===== src/hdl/msrc_cfg.svh =====
`ifndef MSRC_CFG_SVH
`define MSRC_CFG_SVH
// register byte addresses
`define MSRC_OFS_SYSCTL    12'h000
`define MSRC_OFS_STBY1     12'h004
`define MSRC_OFS_STBY2     12'h008
// reset values
`define MSRC_RST_SYSCTL    8'hC1
`define MSRC_RST_STBY1     16'hF03F
`define MSRC_RST_STBY2     16'hF0F0
// writable bit masks
`define MSRC_WM_SYSCTL     8'h03
`define MSRC_WM_STBY1      16'h0F1C
`define MSRC_WM_STBY2      16'h727D
// bits forced to one on read
`define MSRC_ONE_SYSCTL    8'hC0
`define MSRC_ONE_STBY1     16'hF023
`define MSRC_ONE_STBY2     16'h8080
// system control fields
`define MSRC_BIT_RAM_EN    0
`define MSRC_BIT_TRC_RSTN  1
// first standby fields
`define MSRC_BIT_S_RAM     11
`define MSRC_BIT_S_ROM     10
`define MSRC_BIT_S_XFER_HI 9
`define MSRC_BIT_S_XFER_LO 8
`define MSRC_BIT_S_SER4    4
`define MSRC_BIT_S_SER3    3
`define MSRC_BIT_S_SER2    2
// second standby fields
`define MSRC_BIT_S_MOTOR   14
`define MSRC_BIT_S_PULSE   13
`define MSRC_BIT_S_CMPT    12
`define MSRC_BIT_S_CAN     9
`define MSRC_BIT_S_CONV2   6
`define MSRC_BIT_S_CONV1   5
`define MSRC_BIT_S_CONV0   4
`define MSRC_BIT_S_TRACE   3
`define MSRC_BIT_S_BOUND   2
`define MSRC_BIT_S_BREAK   0
`endif


===== src/hdl/msrc_pkg.sv =====
package msrc_pkg;
    // register selector
    typedef enum logic [2:0] {
        MSRC_SEL_NONE = 3'h0,
        MSRC_SEL_SYS  = 3'h1,
        MSRC_SEL_ST1  = 3'h2,
        MSRC_SEL_ST2  = 3'h4
    } msrc_sel_t;
    // apb slave phase
    typedef enum logic [1:0] {
        MSRC_ST_IDLE = 2'h1,
        MSRC_ST_ACC  = 2'h2
    } msrc_state_t;
endpackage


===== src/hdl/msrc_decode.sv =====
`timescale 1ns/10ps
`include "msrc_cfg.svh"
// address decode to one-hot register selector
module msrc_decode (
    // bus address
    input  wire logic [11:0]         paddr,
    // selector out
    output msrc_pkg::msrc_sel_t      sel
);
    // match each word address
    always_comb begin
        case (paddr)
            `MSRC_OFS_SYSCTL: sel = msrc_pkg::MSRC_SEL_SYS;
            `MSRC_OFS_STBY1:  sel = msrc_pkg::MSRC_SEL_ST1;
            `MSRC_OFS_STBY2:  sel = msrc_pkg::MSRC_SEL_ST2;
            default:          sel = msrc_pkg::MSRC_SEL_NONE;
        endcase
    end
endmodule // msrc_decode


===== src/hdl/msrc_ram_gate.sv =====
`timescale 1ns/10ps
// gates on-chip ram access by the enable level
module msrc_ram_gate (
    // enable level
    input  wire logic        ram_en,
    // cpu side
    input  wire logic        cpu_ram_we,
    input  wire logic [31:0] ram_rdata,
    // ram side and cpu return
    output logic             ram_we,
    output logic [31:0]      cpu_ram_rdata
);
    // RL3 block when disabled
    // writes dropped, reads return a fixed filler
    always_comb begin
        ram_we        = cpu_ram_we & ram_en;
        cpu_ram_rdata = ram_en ? ram_rdata : 32'hFFFFFFFF;
    end
endmodule // msrc_ram_gate


===== src/hdl/msrc_top.sv =====
`timescale 1ns/10ps
`include "msrc_cfg.svh"
// How it works
// RL1 - a zero in system control bit 1 holds the trace debugger in reset.
// RL2 - system control bit 0 enables on-chip ram and resets to one.
// RL3 - with ram disabled, reads give filler data and writes are dropped.
// RL4 - software puts no ram access right after a write clearing enable.
// RL5 - software reads system control after setting enable before ram use.
// RL6 - system control is 8 bits, bits 1 and 0 writable, bits 7 and 6 read-only and read as one.
// RL7 - a one in a standby bit puts its module in standby, zero releases.
// RL8 - software writes the two transfer controller bits with equal values.
// RL9 - first standby maps ram, rom, transfer and serial four to two bits.
// RL10 - first standby bits 15 to 12 and 1 to 0 read as ones.
// RL11 - second standby timer and converter bits reset to one.
// RL12 - second standby can and debug bits reset to zero.
// RL13 - single reserved bits 5, 15 and 7 stay at one.
// RL14 - read-only reserved fields read as zeros.
// RL15 - second standby bits 11, 10, 8 and 1 read as zero.
// RL16 - software clears ram enable before hardware standby entry.
// RL17 - each control output is a flop that changes at the write edge.
module msrc_top (
    // clock and reset
    input  wire logic        mclk,
    input  wire logic        rst,
    // apb slave
    input  wire logic        psel,
    input  wire logic        penable,
    input  wire logic        pwrite,
    input  wire logic [11:0] paddr,
    input  wire logic [31:0] pwdata,
    input  wire logic [3:0]  pstrb,
    output logic [31:0]      prdata,
    output logic             pready,
    output logic             pslverr,
    // ram access path
    input  wire logic        cpu_ram_we,
    input  wire logic [31:0] ram_rdata,
    output logic             ram_we,
    output logic [31:0]      cpu_ram_rdata,
    // module controls
    output logic             internal_ram_enable,
    output logic             trace_debugger_soft_reset_n,
    output logic             stop_internal_ram,
    output logic             stop_internal_rom,
    output logic             stop_transfer_ctrl_hi,
    output logic             stop_transfer_ctrl_lo,
    output logic             stop_serial_four,
    output logic             stop_serial_three,
    output logic             stop_serial_two,
    output logic             stop_motor_timer,
    output logic             stop_pulse_timer,
    output logic             stop_compare_timer,
    output logic             stop_can_controller,
    output logic             stop_converter_two,
    output logic             stop_converter_one,
    output logic             stop_converter_zero,
    output logic             stop_trace_debugger,
    output logic             stop_boundary_debug,
    output logic             stop_break_controller
);

    // ========================================
    // state
    typedef struct packed {
        msrc_pkg::msrc_state_t st;
        logic [7:0]            sys;
        logic [15:0]           st1;
        logic [15:0]           st2;
        logic [31:0]           rdata;
        logic                  ready;
        logic                  err;
    } msrc_regs_t;

    msrc_regs_t          s_r;
    msrc_regs_t          s_nxt;
    msrc_pkg::msrc_sel_t sel;
    logic [15:0]         wmask;
    logic [15:0]         wd16;

    // ========================================
    // submodules
    msrc_decode u_dec (
        .paddr (paddr),
        .sel   (sel)
    );

    msrc_ram_gate u_gate (
        .ram_en        (s_r.sys[`MSRC_BIT_RAM_EN]),
        .cpu_ram_we    (cpu_ram_we),
        .ram_rdata     (ram_rdata),
        .ram_we        (ram_we),
        .cpu_ram_rdata (cpu_ram_rdata)
    );

    // ========================================
    // next state
    // byte strobes widened to a 16-bit lane mask
    always_comb begin
        wmask = {{8{pstrb[1]}}, {8{pstrb[0]}}};
        wd16  = pwdata[15:0];
        s_nxt = s_r;
        s_nxt.ready = 1'b0;
        s_nxt.err   = 1'b0;
        case (s_r.st)
            msrc_pkg::MSRC_ST_IDLE: begin
                if (psel && !penable) begin
                    s_nxt.st    = msrc_pkg::MSRC_ST_ACC;
                    s_nxt.ready = 1'b1;
                    s_nxt.err   = (sel == msrc_pkg::MSRC_SEL_NONE);
                    // RL14 reserved reads zero
                    // RL15 zero bits
                    // RL10 ones forced
                    // RL13 single ones
                    case (sel)
                        msrc_pkg::MSRC_SEL_SYS: s_nxt.rdata =
                            {24'h000000, (s_r.sys & `MSRC_WM_SYSCTL)
                                         | `MSRC_ONE_SYSCTL};
                        msrc_pkg::MSRC_SEL_ST1: s_nxt.rdata =
                            {16'h0000, (s_r.st1 & `MSRC_WM_STBY1)
                                       | `MSRC_ONE_STBY1};
                        msrc_pkg::MSRC_SEL_ST2: s_nxt.rdata =
                            {16'h0000, (s_r.st2 & `MSRC_WM_STBY2)
                                       | `MSRC_ONE_STBY2};
                        default: s_nxt.rdata = 32'h00000000;
                    endcase
                end
            end
            msrc_pkg::MSRC_ST_ACC: begin
                s_nxt.st = msrc_pkg::MSRC_ST_IDLE;
                // RL17 write at completing edge
                if (psel && penable && pwrite) begin
                    // RL6 writable system bits
                    if (sel == msrc_pkg::MSRC_SEL_SYS && pstrb[0]) begin
                        s_nxt.sys = (pwdata[7:0] & `MSRC_WM_SYSCTL)
                                    | `MSRC_ONE_SYSCTL;
                    end
                    // RL7 standby bits
                    if (sel == msrc_pkg::MSRC_SEL_ST1) begin
                        s_nxt.st1 = (s_r.st1 & ~(wmask & `MSRC_WM_STBY1))
                                    | (wd16 & wmask & `MSRC_WM_STBY1);
                    end
                    if (sel == msrc_pkg::MSRC_SEL_ST2) begin
                        s_nxt.st2 = (s_r.st2 & ~(wmask & `MSRC_WM_STBY2))
                                    | (wd16 & wmask & `MSRC_WM_STBY2);
                    end
                end
            end
            default: s_nxt.st = msrc_pkg::MSRC_ST_IDLE;
        endcase
    end

    // ========================================
    // registers
    // RL2 enable resets on
    // RL1 trace reset held
    // RL9 first reset values
    // RL11 second reset ones
    // RL12 second reset zeros
    always_ff @(posedge mclk or posedge rst) begin
        if (rst) begin
            s_r.st    <= msrc_pkg::MSRC_ST_IDLE;
            s_r.sys   <= `MSRC_RST_SYSCTL;
            s_r.st1   <= `MSRC_RST_STBY1;
            s_r.st2   <= `MSRC_RST_STBY2;
            s_r.rdata <= 32'h00000000;
            s_r.ready <= 1'b0;
            s_r.err   <= 1'b0;
        end else begin
            s_r <= s_nxt;
        end
    end

    // ========================================
    // outputs straight from flops
    always_comb begin
        prdata                      = s_r.rdata;
        pready                      = s_r.ready;
        pslverr                     = s_r.err;
        internal_ram_enable         = s_r.sys[`MSRC_BIT_RAM_EN];
        trace_debugger_soft_reset_n = s_r.sys[`MSRC_BIT_TRC_RSTN];
        stop_internal_ram           = s_r.st1[`MSRC_BIT_S_RAM];
        stop_internal_rom           = s_r.st1[`MSRC_BIT_S_ROM];
        // RL8 both bits driven separately
        stop_transfer_ctrl_hi       = s_r.st1[`MSRC_BIT_S_XFER_HI];
        stop_transfer_ctrl_lo       = s_r.st1[`MSRC_BIT_S_XFER_LO];
        stop_serial_four            = s_r.st1[`MSRC_BIT_S_SER4];
        stop_serial_three           = s_r.st1[`MSRC_BIT_S_SER3];
        stop_serial_two             = s_r.st1[`MSRC_BIT_S_SER2];
        stop_motor_timer            = s_r.st2[`MSRC_BIT_S_MOTOR];
        stop_pulse_timer            = s_r.st2[`MSRC_BIT_S_PULSE];
        stop_compare_timer          = s_r.st2[`MSRC_BIT_S_CMPT];
        stop_can_controller         = s_r.st2[`MSRC_BIT_S_CAN];
        stop_converter_two          = s_r.st2[`MSRC_BIT_S_CONV2];
        stop_converter_one          = s_r.st2[`MSRC_BIT_S_CONV1];
        stop_converter_zero         = s_r.st2[`MSRC_BIT_S_CONV0];
        stop_trace_debugger         = s_r.st2[`MSRC_BIT_S_TRACE];
        stop_boundary_debug         = s_r.st2[`MSRC_BIT_S_BOUND];
        stop_break_controller       = s_r.st2[`MSRC_BIT_S_BREAK];
    end
endmodule // msrc_top


===== config.mk =====
export PLATFORM = sky130hd
export DESIGN_NAME = msrc_top
export DESIGN_NICKNAME = d
export VERILOG_FILES = /design/src/hdl/msrc_pkg.sv /design/src/hdl/msrc_decode.sv /design/src/hdl/msrc_ram_gate.sv /design/src/hdl/msrc_top.sv
export VERILOG_INCLUDE_DIRS = /design/src /design/src/hdl
export SDC_FILE = /design/constraint.sdc
export NUM_CORES = 1
export LEC_CHECK = 0
export ABC_AREA = 1
export BUFFER_PORTS_ARGS = -buffer_cell sky130_fd_sc_hd__buf_4
export CORE_UTILIZATION = 41
export DETAILED_ROUTE_END_ITERATION = 16
export PLACE_DENSITY_LB_ADDON = 0.15
export SYNTH_ARGS = -nofsm -noshare
export SYNTH_HDL_FRONTEND = slang
export SYNTH_SLANG_ARGS = --single-unit

===== constraint.sdc =====
create_clock -name mclk -period 1.54 [get_ports mclk]
set_clock_uncertainty 0.1 [all_clocks]
set_input_delay 0.308 -clock mclk [delete_from_list [all_inputs] [get_ports mclk]]
set_output_delay 0.308 -clock mclk [all_outputs]
set_load 0.01 [all_outputs]

==> results of run 1 <==
## metal layers
metal / GRT usage (%) / up-vias
met3: 4.42 / 3
met4: 5.00 / 0
met2: 31.8 / 83
met5: 0 / -
met1: 26.0 / 1033
li1: - / 1152
## how the worst min path moves through the flow
stage	from	end	slack [ns]	cells after the start
floorplan	pwdata[2]	register	0.30	2
global placement	rst	s_r[75]$_DFFE_PP0P_	0.28	3
detailed placement	rst	s_r[75]$_DFFE_PP0P_	0.29	3
CTS	pwdata[12]	register	0.11	3
global route	pwdata[6]	register	0.13	3
finish	pwdata[13]	register	0.12	3
## cells in the mapped netlist (2+ instances only)
cell / count / area [µm²]
nand2_1: 109 / 409
inv_1: 57 / 214
buf_4: 32 / 240
dfrtp_1: 28 / 701
nand3_1: 18 / 90.1
dfstp_2: 11 / 289
nor2_1: 10 / 37.5
o21ai_0: 9 / 45.0
o21ai_2: 8 / 70.1
clkbuf_1: 6 / 22.5
o21ai_1: 6 / 30.0
nand2_2: 4 / 25.0
inv_2: 3 / 11.3
nor2_2: 3 / 18.8
buf_2: 2 / 10.0
nand3_2: 2 / 20.0
nor2_4: 2 / 22.5
o31ai_1: 2 / 15.0
## cell families (layout without fill, tap and decap cells)
group	Yosys count	after routing	share of synthesized area (%)
compound gates	28	28	7.57
buf+inv	102	212	22.0
flops	39	39	41.6
other cells	1	16	0.158
simple gates	151	151	28.7
## power by group
group          internal (W)  total [W]  switching (W)
clock              0.000409   0.000761       0.000352
sequential          0.00104    0.00104     0.00000583
combinational      0.000143   0.000272       0.000129
## worst min-delay path: stages
cell and delay [ns]:
buf_4 0.10, inv_1 0.04, o21ai_1 0.06
## final cells by class
| cell class | count | area, µm² |
|---|---|---|
| tap | 72 | 90.1 |
| inverter | 60 | 229 |
| multi-input combinational | 195 | 932 |
| sequential | 39 | 990 |
| fill | 530 | 2060 |
| clock buffer | 8 | 100 |
| timing repair buffer | 144 | 1140 |
## through the flow
step	setup TNS, ns	setup WS (ns)	utilization, %	total power [W]	cell area (µm²)
finish	-4.75	-0.164	62.8	0.00208	3480
global route	-6.32	-0.210	62.8	0.00216	3480
CTS	-4.65	-0.170	62.0	0.00209	3430
detailed placement	-0.280	-0.0728	59.9	0.00133	3320
global placement	-0.0528	-0.0181	59.9	0.00133	3320
floorplan	-1.48	-0.0493	-	0.00120	2440
## timing repair
action | CTS | global route
pin swaps | 0 | 0
hold endpoints to repair | 28 | 0
gates cloned | 0 | 1
setup endpoints to repair | 34 | 40
hold buffers | 1 | 0
gates resized for setup | 2 | 5
==> impl_metrics.yaml, run 1 <==
route:
  wl_met2_um: 3080
  drt-met1-wl_um: 2630
  postRouteAntennaNets: 0
  vias: 2271
  dr_wl_met3_um: 360
  wl_per_cell_um: 11.8
  detailedRoute.firstPassIterationCount: 4
  drtIter0Drc: 123
  routed.top_layer: "met4"
  drc: 0
  routed_wl_um: 6090
  avgViaCountPerCell: 4.38
global_route:
  grt_use_total_pct: 19.5
  grt_max_degree: 40
  grt_pass1_vias: 1957
  grt_antenna_before_repair: 0
  overflow: 0
  grt_pass1_wl_um: 9260
worst_setup_path:
  r2r_cells: 8
  arrival_ns: 1.30
  worstReg2RegStart: "s_r[74]$_DFFE_PP1P_"
  end_kind: "primary output"
  cp_slowest_cell: "dfstp_2"
  startpoint: "internal_ram_enable$_DFFE_PP1P_"
  critical_path.top_delay_family: "flip-flops"
  crit_required_ns: 1.13
  cp.depth: 3
  cp.buffers_inverters: 2
  worst-setup-path-type: "register to primary output"
  reg2reg_slack_ns: 0.16
  crit_fanout: 17
  cp-endpoint: "cpu_ram_rdata[29]"
  worst_path_largest_cell_delay_ns: 0.61
  cp-start-kind: "register"
  path_cells: "clkbuf_16, nand2_1, buf_4"
final_layout:
  stdcell_count: 518
  antennaDiodeCount: 0
  syn_to_final_growth_pct: 46.3
  nNetsFinal: 531
  final_cell_mix: "buf_4 (136), nand2_1 (108), inv_1 (56)"
  final_common_cell: "buf_4"
  drive_above_1_share_pct: 42.2
synthesis:
  yosysSeqAreaShare_pct: 41.6
  postSynthAreaPerCell_um2: 7.41
  synth_flop_cell: "dfrtp_1"
  synth_area_um2: 2380
  synth-edff-count: 0
  synth_warnings: 0
  syn_inst: 321
  ys_types: 27
  async_flop_share_pct: 100
  synth-seq-cells: 39
clock_tree:
  htree_levels: 2
  ctsLongestPathBuffers: 2
  cts_sinks: 39
  clockRootBuffer: "clkbuf_8"
  clk_pin_slew_worst_paths_ns: 0.07
  clk_latency_ns: 0.29
  cts_tree: "built"
  postCtsSetupBuffers: 0
  numCtsBuffers: 5
pwr:
  ir_drop_mv: 0.477
  p_leak_nw: 1.98
  power_density_nw_per_um2: 596
floorplan:
  die_y_um: 78.2
  start_util_pct: 43.0
  placeableCoreArea_um2: 5540
  die_x_um: 78.2
  dieArea_um2: 6110
  rows: 27
  io-pin-count: 172
sta:
  rsz0062_at_grt: "yes"
  drv_slew: 0
  post-route-period-util_pct: 111
  post-route-min-period_ns: 1.70
  setup_viol: 34
  timing.fmax_mhz: 587
  final_hold_viol_count: 0
  hold_ws_ns: 0.115
  setup_slack_ns: -0.164
outcome:
  status: "complete, but fails checks"
  violations: "setup timing"
min_path:
  hold_path_class: "input pin to register"
placed_design:
  dp_hpwl_um: 4680
  post-place-cells: 508
  io_buffers: 135
  place.gp.congestion: 0.802
run:
  cap_viol_max_count: 0
Note: power is estimated with default switching activity, not from simulation.
==> run 2: changes to the inputs <==
Settings changed: ABC_AREA 1 to unset, CORE_UTILIZATION 41 to 40.
==> run 2 against run 1 <==
- the run still ends with setup timing left
- critical path type unchanged
- sequential power up 5%
- maximum frequency up 0.81%
- core utilization up 7.5 points
- area after synthesis down 8.3%
- synthesized cell count down 36%
- clock power up 14%
- register-to-register slack worse by 0.10 ns
- first-iteration DRC count down 54%
- count of clock-buffer cells in the layout down 2
- sequential share of layout area down 1.2 points
- largest power group unchanged
- total power up 13%
- final cell count down 18%
==> impl_metrics.yaml, run 2 <==
outcome:
  status: "complete, but fails checks"
  violations: "setup timing"
final_layout:
  nNetsFinal: 442
  final_cell_mix: "buf_4 (139), nand2b_1 (30), dfrtp_1 (28)"
  syn_to_final_growth_pct: 66.9
  final_cell_area_um2: 3640
  drive_above_1_share_pct: 62.5
  antennaDiodeCount: 0
  multi_input_area_um2: 1040
  fillers: 411
  final_common_cell: "buf_4"
  regArea_um2: 990
worst_setup_path:
  cp.buffers_inverters: 2
  crit_required_ns: 1.13
  critical_path.top_delay_family: "flip-flops"
  startpoint: "internal_ram_enable$_DFFE_PP1P_"
  reg2reg_slack_ns: 0.06
  path_cells: "buf_6, nand2b_1, buf_4"
  worst-setup-path-type: "register to primary output"
  cp-start-kind: "register"
  worstReg2RegStart: "s_r[74]$_DFFE_PP1P_"
  end_kind: "primary output"
  arrival_ns: 1.28
  cp_slowest_cell: "dfstp_2"
  worst_path_largest_cell_delay_ns: 0.61
  crit_fanout: 8
  r2r_cells: 4
route:
  wl_per_cell_um: 13.6
  drc: 0
  avgViaCountPerCell: 4.50
  detailedRoute.firstPassIterationCount: 6
  routed_wl_um: 5810
  drtIter0Drc: 56
  postRouteAntennaNets: 0
  vias: 1921
global_route:
  grt_pass1_vias: 1706
  grt_antenna_before_repair: 0
  grt_pass1_wl_um: 8180
  grt_use_total_pct: 19.3
  grt_max_degree: 40
  overflow: 0
synthesis:
  ys_types: 32
  yosysSeqAreaShare_pct: 45.4
  synth-edff-count: 0
  postSynthAreaPerCell_um2: 10.6
  synth_xor_area_share_pct: 0
  syn_inst: 205
  synthMuxAreaShare_pct: 10.3
  synth_area_leaders: "dfrtp_1 (32%), dfstp_2 (13%), buf_4 (11%)"
  synth_area_um2: 2180
  netlist_top_cells_count: "buf_4 (32), nand2b_1 (32), dfrtp_1 (28)"
  synth.largest_area_cell: "dfrtp_1"
  synth_flop_cell: "dfrtp_1"
  synth_top_family_by_area: "simple AND/OR/NAND/NOR gates"
  synthAdderAreaFrac_pct: 0
  synth_warnings: 0
  synth_compound_area_share_pct: 6.59
  async_flop_share_pct: 100
  synthSimpleGateAreaFrac_pct: 24.5
  synth_top_area_share_pct: 32.1
  synth-seq-cells: 39
pwr:
  power_w: 0.00234
  ir_drop_mv: 0.460
  p_leak_nw: 1.73
  power_density_nw_per_um2: 644
floorplan:
  die_y_um: 75.9
  placeableCoreArea_um2: 5170
  io-pin-count: 172
  rows: 26
  start_util_pct: 42.2
  dieArea_um2: 5750
  die_x_um: 75.9
sta:
  hold_ws_ns: 0.143
  drv_slew: 0
  post-route-period-util_pct: 110
  tns_ns: -3.92
  timing.fmax_mhz: 592
  final_hold_viol_count: 0
  setup_slack_ns: -0.150
  rsz0062_at_grt: "yes"
  post-route-min-period_ns: 1.69
  setup_viol: 37
min_path:
  whs_path_depth: 2
  hold_path_class: "input pin to register"
  hold_start: "pwdata[5]"
clock_tree:
  clockRootBuffer: "clkbuf_8"
  htree_levels: 2
  numCtsBuffers: 5
  cts_sinks: 39
  cts_tree: "built"
  clk_latency_ns: 0.29
  clk_pin_slew_worst_paths_ns: 0.08
  ctsLongestPathBuffers: 2
placed_design:
  place.gp.congestion: 0.740
  pre_cts_slack_ns: -0.316
  dp_hpwl_um: 4460
  dpl_cell_area_um2: 3300
  io_buffers: 135
run:
  cap_viol_max_count: 0
-- run 2: changes by cell type after synthesis, moves of 3 or more --
cell,before,now
o21ai_1,6,0
nand3_1,18,3
a22oi_1,0,4
a31oi_1,1,7
nand2_1,109,18
mux2_2,0,19
nand2b_1,0,32
nand2_2,4,0
o21ai_2,8,0
inv_1,57,3
inv_2,3,0
-- run 2: logic make-up after synthesis --
family | Yosys count
buffers and inverters | 42
and+or+nand+nor | 80
DFF | 39
other | 1
muxes | 20
AOI/OAI and AO/OA | 23
-- run 2: per-stage QoR --
stage / instances / utilization, %
2_1_floorplan: 220 / -
3_3_place_gp: 413 / 63.8
3_5_place_dp: 413 / 63.8
4_1_cts: 424 / 68.5
5_1_grt: 427 / 70.4
6_report: 427 / 70.4
-- run 2: layer usage --
| layer | wire [µm] | GRT usage, % | vias to the layer above |
|---|---|---|---|
| met5 | 0 | 0 | - |
| met4 | 51 | 5.56 | 0 |
| met3 | 299 | 4.50 | 8 |
| met2 | 3100 | 30.3 | 58 |
| met1 | 2360 | 26.7 | 910 |
| li1 | - | - | 945 |
-- run 2: report_power, final --
| part | switching [W] | internal [W] | total [W] |
|---|---|---|---|
| clock | 0.000347 | 0.000524 | 0.000871 |
| combinational | 0.000155 | 0.000229 | 0.000385 |
| sequential | 0.0000228 | 0.00107 | 0.00109 |
-- run 2: how the worst max path moves through the flow --
stage                        end  cells after the start
4_1_cts         cpu_ram_rdata[0]                      3
6_report       cpu_ram_rdata[21]                      3
3_5_place_dp            register                      6
3_3_place_gp            register                      6
2_1_floorplan           register                      5
5_1_grt        cpu_ram_rdata[21]                      3
-- run 2: what timing repair did --
item / in CTS / in global routing
buffers inserted: 2 / 3
resized for setup: 24 / 22
hold buffers: 1 / 0
endpoints found under the setup margin: 44 / 54
pin swaps: 4 / 6
endpoints found under the hold margin: 28 / 0
-- run 2: cell type report --
| class | count | share of cell area, % |
|---|---|---|
| Timing Repair Buffer | 168 | 38.2 |
| Multi-Input combinational cell | 139 | 28.7 |
| Sequential cell | 39 | 27.2 |
| Tap cell | 70 | 2.41 |
| Clock buffer | 6 | 2.27 |
| Clock inverter | 2 | 0.962 |
| Inverter | 3 | 0.309 |
-- run 2: worst register-to-register path: stages (launching register included) --
cell	delay, ns
dfstp_2	0.39
nor2b_4	0.14
nand3_4	0.12
nor2_4	0.29
mux2_4	0.34
==> run 3: changes to the inputs <==
Settings changed: RECOVER_POWER set to 50, REMOVE_ABC_BUFFERS set to 1.
==> run 3 against run 2 <==
- the run still ends with setup timing left
- sequential share of layout area increased by 1.1 points
- flip-flop and latch count unchanged
- global-route usage increased by 0.62 points
- critical path type unchanged
- critical endpoint is now ram_we
- largest power group unchanged
==> impl_metrics.yaml, run 3 (synthesized netlist as in run 2, its figures left out) <==
outcome:
  status: "complete, but fails checks"
  violations: "setup timing"
clock_tree:
  cts_sinks: 39
  clockRootBuffer: "clkbuf_8"
  cts_tree: "built"
  htree_levels: 2
  clk_latency_ns: 0.29
  clk_pin_slew_worst_paths_ns: 0.07
  ctsLongestPathBuffers: 2
  numCtsBuffers: 5
global_route:
  grt_antenna_before_repair: 0
  grt_pass1_vias: 1755
  grt_max_degree: 40
  grt_use_total_pct: 19.9
  grt_pass1_wl_um: 8340
  overflow: 0
final_layout:
  nNetsFinal: 435
  final_cell_mix: "buf_4 (121), nand2b_1 (32), dfrtp_1 (28)"
  antennaDiodeCount: 0
  stdcell_count: 420
  fillers: 419
  final_cell_area_um2: 3500
  final_common_cell: "buf_4"
  syn_to_final_growth_pct: 60.5
  drive_above_1_share_pct: 58.0
route:
  vias: 1924
  detailedRoute.firstPassIterationCount: 4
  postRouteAntennaNets: 0
  routed_wl_um: 6000
  drtIter0Drc: 76
  wl_per_cell_um: 14.3
  avgViaCountPerCell: 4.58
  drc: 0
worst_setup_path:
  cp-start-kind: "register"
  arrival_ns: 1.26
  crit_fanout: 19
  crit_required_ns: 1.13
  worstReg2RegStart: "s_r[74]$_DFFE_PP1P_"
  startpoint: "internal_ram_enable$_DFFE_PP1P_"
  end_kind: "primary output"
  r2r_cells: 4
  reg2reg_slack_ns: 0.01
  worst-setup-path-type: "register to primary output"
  cp-endpoint: "ram_we"
pwr:
  ir_drop_mv: 0.465
  power_density_nw_per_um2: 605
  power_w: 0.00212
  p_leak_nw: 1.62
sta:
  slew_headroom_pct: 65.7
  setup_viol: 34
  final_hold_viol_count: 0
  tns_ns: -2.99
  post-route-period-util_pct: 108
  worstMarginPinSlew_ns: 0.514
  post-route-min-period_ns: 1.67
  drv_slew: 0
  setup_slack_ns: -0.130
  timing.fmax_mhz: 599
  hold_ws_ns: 0.144
  rsz0062_at_grt: "yes"
placed_design:
  place.gp.congestion: 0.752
  dp_hpwl_um: 4550
  post-place-cells: 407
  io_buffers: 135
  dpl_cell_area_um2: 3260
run:
  cap_viol_max_count: 0
floorplan:
  rows: 26
  io-pin-count: 172
  dieArea_um2: 5750
  start_util_pct: 42.2
  die_y_um: 75.9
  die_x_um: 75.9
  placeableCoreArea_um2: 5170
min_path:
  hold_path_class: "input pin to register"
  hold_start: "pwdata[11]"
==> run 3: report_power, final <==
part | internal, W | switching, W
logic | 0.000201 | 0.000161
clock network | 0.000316 | 0.000353
registers | 0.00107 | 0.0000222
total | 0.00158 | 0.000537
==> run 3: cell type report <==
cell class,instances,area (µm²),share of cell area (%)
Clock buffer,6,72.6,2.07
Clock inverter,2,12.5,0.357
Inverter,3,11.3,0.322
Multi-Input combinational cell,139,1040,29.7
Sequential cell,39,990,28.3
Tap cell,70,87.6,2.50
Timing Repair Buffer,161,1290,36.8
==> run 3: metal layers <==
| layer | up-vias | wire, µm | global-route usage, % |
|---|---|---|---|
| met2 | 88 | 3160 | 35.3 |
| met1 | 901 | 2370 | 24.1 |
| li1 | 929 | - | - |
| met4 | 0 | 49 | 4.94 |
| met3 | 6 | 424 | 5.16 |
| met5 | - | 0 | 0 |
==> run 3: repair_timing <==
| action | 4_1_cts | 5_1_grt |
|---|---|---|
| resized for setup | 21 | 23 |
| hold buffers | 1 | 0 |
| buffers inserted | 2 | 2 |
| pin swaps | 5 | 8 |
| hold endpoints to repair | 28 | 0 |
| endpoints found under the setup margin | 48 | 66 |
==> run 3: how the worst min path moves through the flow <==
stage | depth (start not counted) | to | slack (ns)
floorplan | 1 | register | 0.36
global placement | 3 | async pin | 0.28
detailed placement | 3 | async pin | 0.28
CTS | 2 | register | 0.14
global route | 2 | register | 0.14
finish | 2 | register | 0.14
==> run 3: stage by stage <==
stage | setup slack [ns] | utilization (%)
after floorplan | -0.278 | -
after CTS | -0.144 | 66.7
after detailed placement | -0.314 | 63.0
final | -0.130 | 67.7
after global placement | -0.293 | 63.0
after global routing | -0.180 | 67.7
==> run 3: worst max-delay path, cell delays in order (launching register included) <==
cell     delay [ns]
dfstp_2        0.58
buf_12         0.15
and2_1         0.12
buf_4          0.11
